--- src/include/mic_regs.svh ---
`ifndef MIC_REGS_SVH
`define MIC_REGS_SVH

// ----------------------------------------------------------------------
// Register byte offsets (AXI4-Lite)
// ----------------------------------------------------------------------
`define MIC_OFF_IEN_FIRST  8'ha8
`define MIC_OFF_TRIG       8'hb0
`define MIC_OFF_PRIO       8'hb4
`define MIC_OFF_IEN_SECOND 8'hb8
`define MIC_OFF_FLAGS      8'hbc
`define MIC_OFF_MASK       8'hc0
`define MIC_OFF_SVC        8'hc4

// ----------------------------------------------------------------------
// Field positions and writable masks
// ----------------------------------------------------------------------
`define MIC_IEN_GLOBAL_BIT 7
`define MIC_IEN_FIRST_WMASK  8'hdf
`define MIC_IEN_SECOND_WMASK 8'h7e
`define MIC_IEN_SECOND_LSB 1
`define MIC_TRIG_IT0_BIT   0
`define MIC_TRIG_IT1_BIT   1
`define MIC_TRIG_X2_BIT    2
`define MIC_TRIG_X3_BIT    3

// ----------------------------------------------------------------------
// Reset values
// ----------------------------------------------------------------------
`define MIC_RST_IEN  8'h00
`define MIC_RST_TRIG 4'h0
`define MIC_RST_PRIO 20'h00000
`define MIC_RST_MASK 10'h000

// ----------------------------------------------------------------------
// Timing and vectors
// ----------------------------------------------------------------------
`define MIC_LONG_CALL_MCYCLES 3'd6
`define MIC_VECTOR_BASE   16'h0003
`define MIC_VECTOR_STEP   16'h0008

`endif

--- src/include/mic_pkg.sv ---
package mic_pkg;

  // Request inputs from pins and peripherals
  typedef struct packed {
    logic       ext0_n;
    logic       ext1_n;
    logic       timer0_ovf;
    logic       timer1_ovf;
    logic       serial0_rx;
    logic       serial0_tx;
    logic       ext2;
    logic       ext3;
    logic [3:0] ext4;
    logic [3:0] ext5;
    logic [3:0] ext6;
  } mic_src_t;

  // Forced call presented to the instruction sequencer
  typedef struct packed {
    logic        long_call;
    logic [15:0] vector;
    logic [1:0]  level;
  } mic_call_t;

  typedef enum logic [0:0] {
    MIC_ST_IDLE = 1'b0,
    MIC_ST_CALL = 1'b1
  } mic_state_t;

endpackage

--- src/hdl/mic_top.sv ---
`timescale 1ns/1ps
`include "mic_regs.svh"
module mic_top #(
  parameter int NSRC = 10,
  parameter int NLVL = 4
) (
  input  wire logic               clk_i,
  input  wire logic               reset_n_i,
  input  wire mic_pkg::mic_src_t  src_i,
  input  wire logic               mcycle_i,
  input  wire logic               insn_boundary_i,
  input  wire logic               return_from_interrupt_i,
  output mic_pkg::mic_call_t      call_o,
  output logic                    irq_o,
  input  wire logic [7:0]         s_axi_awaddr,
  input  wire logic               s_axi_awvalid,
  output logic                    s_axi_awready,
  input  wire logic [31:0]        s_axi_wdata,
  input  wire logic [3:0]         s_axi_wstrb,
  input  wire logic               s_axi_wvalid,
  output logic                    s_axi_wready,
  output logic [1:0]              s_axi_bresp,
  output logic                    s_axi_bvalid,
  input  wire logic               s_axi_bready,
  input  wire logic [7:0]         s_axi_araddr,
  input  wire logic               s_axi_arvalid,
  output logic                    s_axi_arready,
  output logic [31:0]             s_axi_rdata,
  output logic [1:0]              s_axi_rresp,
  output logic                    s_axi_rvalid,
  input  wire logic               s_axi_rready
);
  import mic_pkg::*;

  // ----------------------------------------------------------------------
  // Functions
  // ----------------------------------------------------------------------
  // Byte-lane merge for partial writes
  function automatic logic [31:0] merge_strb(input logic [31:0] old_v,
                                             input logic [31:0] new_v,
                                             input logic [3:0]  strb);
    logic [31:0] r;
    r = old_v;
    for (int b = 0; b < 4; b++) begin
      if (strb[b]) begin
        r[b*8 +: 8] = new_v[b*8 +: 8];
      end
    end
    return r;
  endfunction

  function automatic logic [15:0] vector_of(input logic [3:0] idx);
    return `MIC_VECTOR_BASE + 16'(idx) * `MIC_VECTOR_STEP;
  endfunction

  // ----------------------------------------------------------------------
  // Registers and state
  // ----------------------------------------------------------------------
  logic [7:0]        interrupt_enable_first;
  logic [7:0]        interrupt_enable_second;
  logic [3:0]        trig;
  logic [2*NSRC-1:0] prio;
  logic [NSRC-1:0]   flags;
  logic [NSRC-1:0]   mask;
  logic [NLVL-1:0]   in_service;
  mic_state_t        state;
  logic [2:0]        call_cnt;
  logic [3:0]        last_src;
  mic_src_t          src_d;
  // Bus handshake state
  logic              aw_held;
  logic              w_held;
  logic [7:0]        aw_addr;
  logic [31:0]       w_data;
  logic [3:0]        w_strb;
  logic              wr_fire;
  logic              wr_hit;
  // Event decode
  logic [NSRC-1:0]   ev_set;
  logic [NSRC-1:0]   lvl_clr;
  logic [NSRC-1:0]   sw_clr;
  logic [NSRC-1:0]   svc_clr;
  logic [NSRC-1:0]   src_en;
  logic [NSRC-1:0]   pend;
  logic              win_found;
  logic [3:0]        win_idx;
  logic [1:0]        win_lvl;
  logic [2:0]        cur_rank;
  logic              take;

  // ----------------------------------------------------------------------
  // Request decode
  // ----------------------------------------------------------------------
  // Previous input levels for edge detection
  always_ff @(posedge clk_i or negedge reset_n_i) begin
    if (!reset_n_i) begin
      src_d <= '{ext0_n: 1'b1, ext1_n: 1'b1, default: '0};
    end else begin
      src_d <= src_i;
    end
  end
  // Flag set terms; level-mode externals mirror the pin
  always_comb begin
    ev_set  = '0;
    lvl_clr = '0;
    ev_set[0] = trig[`MIC_TRIG_IT0_BIT] ? (src_d.ext0_n & ~src_i.ext0_n)
                                        : ~src_i.ext0_n;
    lvl_clr[0] = ~trig[`MIC_TRIG_IT0_BIT] & src_i.ext0_n;
    ev_set[1] = src_i.timer0_ovf;
    ev_set[2] = trig[`MIC_TRIG_IT1_BIT] ? (src_d.ext1_n & ~src_i.ext1_n)
                                        : ~src_i.ext1_n;
    lvl_clr[2] = ~trig[`MIC_TRIG_IT1_BIT] & src_i.ext1_n;
    ev_set[3] = src_i.timer1_ovf;
    ev_set[4] = src_i.serial0_rx | src_i.serial0_tx;
    ev_set[5] = trig[`MIC_TRIG_X2_BIT] ? (~src_d.ext2 & src_i.ext2)
                                       : (src_d.ext2 & ~src_i.ext2);
    ev_set[6] = trig[`MIC_TRIG_X3_BIT] ? (~src_d.ext3 & src_i.ext3)
                                       : (src_d.ext3 & ~src_i.ext3);
    // Peripheral groups are OR'ed, then made rising-edge events
    ev_set[7] = ~(|src_d.ext4) & (|src_i.ext4);
    ev_set[8] = ~(|src_d.ext5) & (|src_i.ext5);
    ev_set[9] = ~(|src_d.ext6) & (|src_i.ext6);
  end
  // Per-source enables; bit 6 of the first register is kept but unused
  assign src_en = {interrupt_enable_second[5:1], interrupt_enable_first[4:0]};
  assign pend   = flags & src_en & {NSRC{interrupt_enable_first[`MIC_IEN_GLOBAL_BIT]}};

  // ----------------------------------------------------------------------
  // Arbitration
  // ----------------------------------------------------------------------
  // Rank 0 means idle, otherwise highest active level plus one
  always_comb begin
    cur_rank = 3'd0;
    for (int l = 0; l < NLVL; l++) begin
      if (in_service[l]) begin
        cur_rank = 3'(l + 1);
      end
    end
  end
  // Highest level first; lowest source index breaks a tie
  always_comb begin
    win_found = 1'b0;
    win_idx   = 4'h0;
    win_lvl   = 2'd0;
    for (int l = NLVL - 1; l >= 0; l--) begin
      for (int s = 0; s < NSRC; s++) begin
        if (!win_found && pend[s] && prio[2*s +: 2] == 2'(l)
            && 3'(l + 1) > cur_rank) begin
          win_found = 1'b1;
          win_idx   = 4'(s);
          win_lvl   = 2'(l);
        end
      end
    end
  end
  // Poll once per machine cycle, only at an instruction boundary
  assign take = (state == MIC_ST_IDLE) && mcycle_i && insn_boundary_i
                && win_found;

  // ----------------------------------------------------------------------
  // Forced call sequencer
  // ----------------------------------------------------------------------
  // One detect cycle plus six for the long call gives seven minimum
  always_ff @(posedge clk_i or negedge reset_n_i) begin
    if (!reset_n_i) begin
      state    <= MIC_ST_IDLE;
      call_cnt <= 3'd0;
      call_o   <= '0;
      last_src <= 4'h0;
    end else begin
      unique case (state)
        MIC_ST_IDLE: begin
          if (take) begin
            state          <= MIC_ST_CALL;
            call_cnt       <= `MIC_LONG_CALL_MCYCLES;
            call_o.long_call <= 1'b1;
            call_o.vector  <= vector_of(win_idx);
            call_o.level   <= win_lvl;
            last_src       <= win_idx;
          end
        end
        MIC_ST_CALL: begin
          if (mcycle_i) begin
            if (call_cnt == 3'd1) begin
              state            <= MIC_ST_IDLE;
              call_o.long_call <= 1'b0;
            end
            call_cnt <= call_cnt - 3'd1;
          end
        end
      endcase
    end
  end
  // Service level stack; return drops the highest active level
  always_ff @(posedge clk_i or negedge reset_n_i) begin
    if (!reset_n_i) begin
      in_service <= '0;
    end else if (take) begin
      in_service[win_lvl] <= 1'b1;
    end else if (return_from_interrupt_i && state == MIC_ST_IDLE && cur_rank != 3'd0) begin
      in_service[2'(cur_rank - 3'd1)] <= 1'b0;
    end
  end

  // ----------------------------------------------------------------------
  // Request flags (sticky except level-mode externals, which follow the pin; write one to clear)
  // ----------------------------------------------------------------------
  assign svc_clr = take ? (NSRC'(1) << win_idx) : '0;
  assign wr_hit  = wr_fire && aw_addr == `MIC_OFF_FLAGS;
  assign sw_clr  = (wr_hit && w_strb[0]) ? w_data[NSRC-1:0] : '0;
  // Second lane clears the upper flags
  logic [NSRC-1:0] sw_clr_hi;
  assign sw_clr_hi = (wr_hit && w_strb[1]) ? {w_data[NSRC-1:8], 8'h00} : '0;
  // Set wins over any clear in the same cycle, enable or not
  always_ff @(posedge clk_i or negedge reset_n_i) begin
    if (!reset_n_i) begin
      flags <= '0;
    end else begin
      flags <= (flags & ~svc_clr & ~lvl_clr & ~{sw_clr_hi[NSRC-1:8], sw_clr[7:0]})
               | ev_set;
    end
  end
  assign irq_o = |(flags & mask);

  // ----------------------------------------------------------------------
  // AXI4-Lite write path
  // ----------------------------------------------------------------------
  assign s_axi_awready = !aw_held && !s_axi_bvalid;
  assign s_axi_wready  = !w_held && !s_axi_bvalid;
  assign wr_fire       = aw_held && w_held && !s_axi_bvalid;

  // Address and data may come in either order
  always_ff @(posedge clk_i or negedge reset_n_i) begin
    if (!reset_n_i) begin
      aw_held      <= 1'b0;
      w_held       <= 1'b0;
      aw_addr      <= 8'h00;
      w_data       <= 32'h0000_0000;
      w_strb       <= 4'h0;
      s_axi_bvalid <= 1'b0;
      s_axi_bresp  <= 2'b00;
    end else begin
      if (s_axi_awvalid && s_axi_awready) begin
        aw_held <= 1'b1;
        aw_addr <= {s_axi_awaddr[7:2], 2'b00};
      end
      if (s_axi_wvalid && s_axi_wready) begin
        w_held <= 1'b1;
        w_data <= s_axi_wdata;
        w_strb <= s_axi_wstrb;
      end
      if (wr_fire) begin
        aw_held      <= 1'b0;
        w_held       <= 1'b0;
        s_axi_bvalid <= 1'b1;
        unique case (aw_addr)
          `MIC_OFF_IEN_FIRST, `MIC_OFF_IEN_SECOND, `MIC_OFF_TRIG,
          `MIC_OFF_PRIO, `MIC_OFF_FLAGS, `MIC_OFF_MASK,
          `MIC_OFF_SVC: s_axi_bresp <= 2'b00;
          default:      s_axi_bresp <= 2'b10;
        endcase
      end else if (s_axi_bvalid && s_axi_bready) begin
        s_axi_bvalid <= 1'b0;
      end
    end
  end
  // Control registers; SVC is read-only and silently ignores writes
  always_ff @(posedge clk_i or negedge reset_n_i) begin
    if (!reset_n_i) begin
      interrupt_enable_first  <= `MIC_RST_IEN;
      interrupt_enable_second <= `MIC_RST_IEN;
      trig                    <= `MIC_RST_TRIG;
      prio                    <= `MIC_RST_PRIO;
      mask                    <= `MIC_RST_MASK;
    end else if (wr_fire) begin
      unique case (aw_addr)
        `MIC_OFF_IEN_FIRST: interrupt_enable_first <= 8'(merge_strb(
            32'(interrupt_enable_first), w_data, w_strb)) & `MIC_IEN_FIRST_WMASK;
        `MIC_OFF_IEN_SECOND: interrupt_enable_second <= 8'(merge_strb(
            32'(interrupt_enable_second), w_data, w_strb)) & `MIC_IEN_SECOND_WMASK;
        `MIC_OFF_TRIG: trig <= 4'(merge_strb(32'(trig), w_data, w_strb));
        `MIC_OFF_PRIO: prio <= 20'(merge_strb(32'(prio), w_data, w_strb));
        `MIC_OFF_MASK: mask <= 10'(merge_strb(32'(mask), w_data, w_strb));
        default: ;
      endcase
    end
  end

  // ----------------------------------------------------------------------
  // AXI4-Lite read path
  // ----------------------------------------------------------------------
  assign s_axi_arready = !s_axi_rvalid;
  always_ff @(posedge clk_i or negedge reset_n_i) begin
    if (!reset_n_i) begin
      s_axi_rvalid <= 1'b0;
      s_axi_rdata  <= 32'h0000_0000;
      s_axi_rresp  <= 2'b00;
    end else if (s_axi_arvalid && s_axi_arready) begin
      s_axi_rvalid <= 1'b1;
      s_axi_rresp  <= 2'b00;
      unique case ({s_axi_araddr[7:2], 2'b00})
        `MIC_OFF_IEN_FIRST:  s_axi_rdata <= 32'(interrupt_enable_first);
        `MIC_OFF_IEN_SECOND: s_axi_rdata <= 32'(interrupt_enable_second);
        `MIC_OFF_TRIG:       s_axi_rdata <= 32'(trig);
        `MIC_OFF_PRIO:       s_axi_rdata <= 32'(prio);
        `MIC_OFF_FLAGS:      s_axi_rdata <= 32'(flags);
        `MIC_OFF_MASK:       s_axi_rdata <= 32'(mask);
        `MIC_OFF_SVC: s_axi_rdata <= {call_o.vector, 4'h0, last_src,
                                      3'b000, call_o.long_call, in_service};
        default: begin
          s_axi_rdata <= 32'h0000_0000;
          s_axi_rresp <= 2'b10;
        end
      endcase
    end else if (s_axi_rvalid && s_axi_rready) begin
      s_axi_rvalid <= 1'b0;
    end
  end

endmodule

--- config.mk ---
export PLATFORM = sky130hd
export DESIGN_NAME = mic_top
export DESIGN_NICKNAME = d
export VERILOG_FILES = /design/src/include/mic_pkg.sv /design/src/hdl/mic_top.sv
export VERILOG_INCLUDE_DIRS = /design/src /design/src/include
export SDC_FILE = /design/constraint.sdc
export NUM_CORES = 1
export LEC_CHECK = 0
export BUFFER_PORTS_ARGS = -buffer_cell sky130_fd_sc_hd__buf_4
export CAP_MARGIN = 20
export CORE_MARGIN = 2
export CORE_UTILIZATION = 57
export CTS_CLUSTER_SIZE = 14
export DETAILED_ROUTE_END_ITERATION = 7
export GPL_TIMING_DRIVEN = 0
export PLACE_DENSITY_LB_ADDON = 0.15
export SYNTH_ARGS = -nofsm -noshare
export SYNTH_HDL_FRONTEND = slang
export SYNTH_SLANG_ARGS = --single-unit
--- constraint.sdc ---
create_clock -name clk_i -period 5 [get_ports clk_i]
set_input_delay 1 -clock clk_i [delete_from_list [all_inputs] [get_ports clk_i]]
set_output_delay 1 -clock clk_i [all_outputs]
set_load 0.005 [all_outputs]
==> Word level (Yosys, flattened, before mapping) <==
Index checks and enable logic that the tools add are counted.
{ "word_totals": {"regBits": 173, "elab_cells": 505} }
{ "op_classes": {"n_addsub": 3, "order_cmp": 8, "eq_ne": 48, "shift": 1, "muxes": 158, "bitwise": 37, "n_reduce_logical": 217} }
{ "op_table": {"columns": ["operator", "n"], "rows": [
  ["$pmux W32 S7", 1],
  ["$mux W4", 40],
  ["$logic_and A1 B1 Y1", 138],
  ["$eq A6 B6 Y1 const B", 14],
  ["$mux W2", 42],
  ["$mux W1", 61],
  ["$and A10 B10 Y10", 6],
  ["$logic_not A1 Y1", 43],
  ["$eq A2 B2 Y1 const B", 20],
  ["$reduce_and A3 Y1", 9],
  ["$reduce_or A4 Y1", 6],
  ["$eq A2 B1 Y1 const B", 10],
  ["$logic_not A2 Y1", 10],
  ["$mux W10", 2],
  ["$not A10 Y10", 2],
  ["$mux W19", 1],
  ["$mux W3", 5],
  ["$reduce_or A7 Y1", 2],
  ["$not A1 Y1", 12],
  ["$and A1 B1 Y1", 11],
  ["$not A3 Y10", 1],
  ["$or A10 B10 Y10", 1],
  ["$reduce_bool A2 Y1", 5],
  ["$reduce_or A10 Y1", 1],
  ["22 further kinds", 29]
]} }

==> Depth between registers and ports, before layout <==
{ "depth": {"word_depth": 209, "mapped_depth": 12, "depth_no_buf": 9} }

==> Worst setup path before layout <==
OpenSTA, ideal clock, no wires.
{ "synth_path": {"kind": "flip-flop to flip-flop", "startpoint": "register interrupt_enable_first[7]", "endpoint": "register in_service[0]", "t_arrival_ps": 2579, "t_required_ps": 4869, "path_slack_ps": 2289, "stages_incl_launch_ff": 10, "n_path_buf": 1, "period_less_slack_ps": 2711, "cell_sequence": "dfrtp_1 -> buf_6 -> and4b_4 -> a22oi_2 -> a41oi_1 -> or4_4 -> o41ai_4 -> inv_2 -> nor3b_2 -> a2bb2oi_1"} }
{ "synth_between": {"elab_chain_cells": 205, "elab_cells_between_ends": 248, "classes_between": "order compare: 2; mux: 83; bitwise: 2; reduce/logical: 161"} }
{ "synth_lines": {"columns": ["element", "line_no", "text"], "rows": [
  ["start: declaration", "mic_top.sv:59", "logic [7:0] interrupt_enable_first;"],
  ["start signal: assignment", "mic_top.sv:270", "interrupt_enable_first <= `MIC_RST_IEN;"],
  ["start signal: assignment", "mic_top.sv:277", "`MIC_OFF_IEN_FIRST: interrupt_enable_first <= 8'(merge_strb("],
  ["$and A10 B10 Y10 (*)", "mic_top.sv:126", "assign pend = flags & src_en & {NSRC{interrupt_enable_first[`MIC_IEN_GLOBAL_BIT]}};"],
  ["$logic_and A1 B1 Y1", "mic_top.sv:147", "if (!win_found && pend[s] && prio[2*s +: 2] == 2'(l)"],
  ["$logic_and A1 B1 Y1", "mic_top.sv:148", "&& 3'(l + 1) > cur_rank) begin"],
  ["$mux W1", "mic_top.sv:147", null],
  ["$logic_not A1 Y1", "mic_top.sv:147", null],
  ["$logic_and A1 B1 Y1 (2 in a row)", "mic_top.sv:147", null],
  ["$logic_and A1 B1 Y1", "mic_top.sv:148", null],
  ["$mux W1", "mic_top.sv:147", null],
  ["[188 not listed]", null, null],
  ["$logic_and A1 B1 Y1", "mic_top.sv:148", null],
  ["$mux W2", "mic_top.sv:147", null],
  ["$lt A2 B3 Y1 (implied by the code) / $ge A2 B1 Y1 (equally long branches)", "mic_top.sv:199", "in_service[win_lvl] <= 1'b1;"],
  ["$logic_and A1 B1 Y1 (implied by the code)", "mic_top.sv:199", null],
  ["$mux W1 (implied by the code)", "mic_top.sv:199", null],
  ["$demux W1 S2", "mic_top.sv:199", null],
  ["$or A4 B4 Y4 (no line)", null, null],
  ["$mux W4", "mic_top.sv:198", "end else if (take) begin"],
  ["end signal: assignment", "mic_top.sv:197", "in_service <= '0;"],
  ["end signal: indexed assignment", "mic_top.sv:199", null],
  ["end signal: indexed assignment", "mic_top.sv:201", "in_service[2'(cur_rank - 3'd1)] <= 1'b0;"],
  ["end: declaration", "mic_top.sv:65", "logic [NLVL-1:0] in_service;"]
]} }
Mark *: on every way between the ends. The rest lies on a longest branch, timed or not.
A chain may end at the register's enable or synchronous reset.

==> Final worst setup path <==
{ "layout_path": {"startpoint": "register flags[1]", "endpoint": "register flags[7]"} }
{ "layout_between": {"elab_chain_cells": 203, "elab_cells_between_ends": 243, "classes_between": "shift: 1; mux: 79; bitwise: 7; reduce/logical: 156"} }
{ "layout_lines": {"columns": ["element", "line_no", "text"], "rows": [
  ["start: declaration", "mic_top.sv:63", "logic [NSRC-1:0] flags;"],
  ["start signal: assignment", "mic_top.sv:219", "flags <= (flags & ~svc_clr & ~lvl_clr & ~{sw_clr_hi[NSRC-1:8], sw_clr[7:0]})"],
  ["$and A10 B10 Y10 (*) (2 in a row)", "mic_top.sv:126", null],
  ["$logic_and A1 B1 Y1 (2 in a row)", "mic_top.sv:147", null],
  ["$logic_and A1 B1 Y1", "mic_top.sv:148", null],
  ["$mux W1", "mic_top.sv:147", null],
  ["$logic_not A1 Y1", "mic_top.sv:147", null],
  ["$logic_and A1 B1 Y1 (2 in a row)", "mic_top.sv:147", null],
  ["$logic_and A1 B1 Y1", "mic_top.sv:148", null],
  ["$mux W1", "mic_top.sv:147", null],
  ["[181 not listed]", null, null],
  ["$logic_and A1 B1 Y1 (2 in a row)", "mic_top.sv:147", null],
  ["$logic_and A1 B1 Y1", "mic_top.sv:148", null],
  ["$mux W4 / $mux W1 (equally long branches)", "mic_top.sv:147", null],
  ["$shl A1 B4 Y10 / $logic_and A1 B1 Y1 (equally long branches)", "mic_top.sv:208, mic_top.sv:158", null],
  ["$mux W10 (*)", "mic_top.sv:208", "assign svc_clr = take ? (NSRC'(1) << win_idx) : '0;"],
  ["$not A10 Y10 (*)", "mic_top.sv:219", null],
  ["$and A10 B10 Y10 (*) (3 in a row)", "mic_top.sv:219", null],
  ["$or A10 B10 Y10 (*)", "mic_top.sv:220", "| ev_set;"]
]} }
Marks and branches as above.

==> flow_summary.toml <==
[global_route]
grt_pass1_vias = 6556
grt_overflow = 0
antenna_found_initial = 0
grt_max_degree = 103
track_usage_pct = 32.42
grt_pass1_wl_um = 35050

[setup_path]
cp-start-kind = "register"
max_stage_delay_ps = 870
path_class = "register to register"
r2r_setup_slack_ps = 1330
cp.required_ps = 5340
crit_arrival_ps = 4010
cp.buffers_inverters = 1
cp_cell_sequence = "nand2_1 -> or4b_1 -> and3_1 -> clkbuf_1 -> nand4b_1 -> o311ai_0 -> o21a_1 -> o41ai_2 -> nor2_1 -> a31oi_1"
cp_slowest_cell = "o41ai_2"
cp_top_family = "compound AO/OA/AOI/OAI gates"
cp_max_fo = 6
crit_path_end_kind = "register"

[yosys]
synth-async-reset-ratio_pct = 100.0
synth_ff_type = "dfrtp_1"
seq_area_frac_synth_pct = 48.56
synth_edf_count = 0
synthTopCellsByArea = "dfrtp_1 48%, mux2_2 11%, nand2_1 4.4%"
synth_warnings = 0
synth_cell_types = 81
ys_ff_latch = 147
yosys.area.top_type = "dfrtp_1"
synth.top_cell.area_share_pct = 47.86
syn_area_per_cell_um2 = 10.33
syn_area_um2 = 7581
syn_inst = 734

[clocking]
htreeDepth = 4
cts_buffer_depth = 2
clk_latency_ps = 430
postCtsHoldBufs = 0
cts_tree = "yes"
clk_pin_slew_ps = 60
clkSinkCount = 147
cts_resized = 0
postCtsSetupBuffers = 0
cts_made_buffers = 17
clock-root-buffer = "clkbuf_16"

[routing]
first_pass_iters = 6
wl_met1_um = 9261
routed-wl-met3_um = 2097
initialDrtViolationCount = 663
dr_wl_met2_um = 10400
dr.max_layer_used = "met4"
drc_errors = 0
post_drt_via_cell_ratio = 6.217
vias = 6646
ant_nets = 0
wl_um = 22440
post_drt_wl_per_cell_um = 21.00

[finish]
nets = 964
drive_gt1_share_pct = 29.79
areaGrowthSynthToFinish_pct = 22.89
design_area_um2 = 9316
finalNonFillerCells = 1069
fin_util_pct = 70.91
num_antenna_cells = 0

[sta]
rsz0062_at_grt = "no"
fmax_mhz = 272.3
finalHoldViolations = 0
tightest_slew_ps = 1090
fin_skew_ps = 7.758
slew_headroom_pct = 26.52
min_period_ps = 3672
finalSetupTns_ps = 0
period_share_pct = 73.44
slew_violations = 0
setup_viol = 0

[placement]
io_buffers = 104
gp_congestion = 0.9740
placed_area_um2 = 8700
dp.final_hpwl_um = 16940
place_inst = 1036

[die]
rows = 42
ios = 143
die-area_um2 = 14240
start_util_pct = 57.70
die_h_um = 119.3
core-area_um2 = 13140
die_w_um = 119.3

[run_status]
status = "finished clean"

[job]
drv_cap = 0

[pwr]
powerDensity_nw_per_um2 = 433.6
ir_drop_mv = 0.4047
p_leak_nw = 4.281
power_mw = 4.040

[min_path]
hp-class = "register to register"
## cell usage after synthesis (3+ instances only)
cell and count:
a221oi_1 8, inv_1 19, o21bai_1 4, and3_1 11, o21ai_0 25, clkbuf_1 19
buf_4 25, dfrtp_1 145, a211oi_1 4, a211oi_2 3, o21a_1 3, nand4b_1 14
o211ai_1 4, nor2_1 60, o22ai_1 4, and4b_1 6, a22oi_1 10, a222oi_1 5
nand2b_1 9, nand3b_1 3, a21oi_1 24, a41oi_1 3, a22o_1 5, nand2_1 88
nor3_1 17, a31oi_1 13, nand4_1 14, nand3_1 23, nor2b_1 11, mux2i_1 5
or3_1 5, mux2_2 73, nor4_1 9, nor3b_1 5
## sequential cells by signal, indices dropped and copies added, names as in the netlist, 6 cells and up
name and cells:
s_axi_rdata 23, prio 20, w_data 20, src_d 16
flags 10, mask 10, interrupt_enable_first 7, aw_addr 6
interrupt_enable_second 6
## power by group
group | total, mW | internal [mW] | switching [mW]
Clock | 1.31 | 0.814 | 0.499
Combinational | 0.853 | 0.466 | 0.387
Sequential | 1.87 | 1.48 | 0.396
## cell families after synthesis
group,after synthesis,synth area share (%)
buffers and inverters,67,4.687
and+or+nand+nor,297,21.21
adders and majority gates,2,0.3300
muxes,78,11.50
xor gates and xnor gates,1,0.1156
other,1,0.04947
DFF,147,48.56
AOI/OAI and AO/OA,141,13.55
## worst min-delay path, cell delays in order (launching register included)
cell and delay (ps):
dfrtp_1 340, nand2_1 50, nand2_1 60
## stage by stage
| stage | hold slack, ps | worst slack (ps) |
|---|---|---|
| after floorplan | 446.0 | 2289 |
| after global placement | 457.8 | 1563 |
| after detailed placement | 463.8 | 1550 |
| after CTS | 476.9 | 1472 |
| after global routing | 499.9 | 1333 |
| final | 476.5 | 1328 |
## metal layers
layer | track usage [%] | vias to the layer above
li1 | - | 2960
met1 | 43.89 | 3231
met2 | 50.72 | 398
met3 | 7.280 | 57
met4 | 13.60 | 0
met5 | 0 | -
## area by class of cell
class,count,area (µm²)
fillers,965,3821
repair buffers,107,822.0
clock buffers,21,460.4
multi-input cells,540,3626
plain buffers,47,280.3
inverters,20,75.07
well taps,176,220.2
clock inverters,11,151.4
flip-flops and latches,147,3681
## path summary, 6_finish.rpt
check,end,cells after the start,from
worst min register to register,s_axi_rdata[21],2,s_axi_rdata[21]
min in group asynchronous,src_d[10],1,reset_n_i
worst max register to register,flags[7],10,flags[1]
worst max-delay path,flags[7],10,flags[1]
worst min-delay path,s_axi_rdata[21],2,s_axi_rdata[21]
max in group asynchronous,src_d[6],2,reset_n_i
## cells in the final DEF (no fill, tap or decap), types with 17 or more instances in the layout
cell       instances
a21oi_1           24
nand2_1           88
dfrtp_1          145
nand3_1           23
inv_1             19
o21ai_0           25
buf_4            128
conb_1            21
mux2_2            73
clkbuf_1          21
nor2_1            60
clkbuf_16         17
nor3_1            17
No activity file was read; power rests on OpenSTA's default activity.
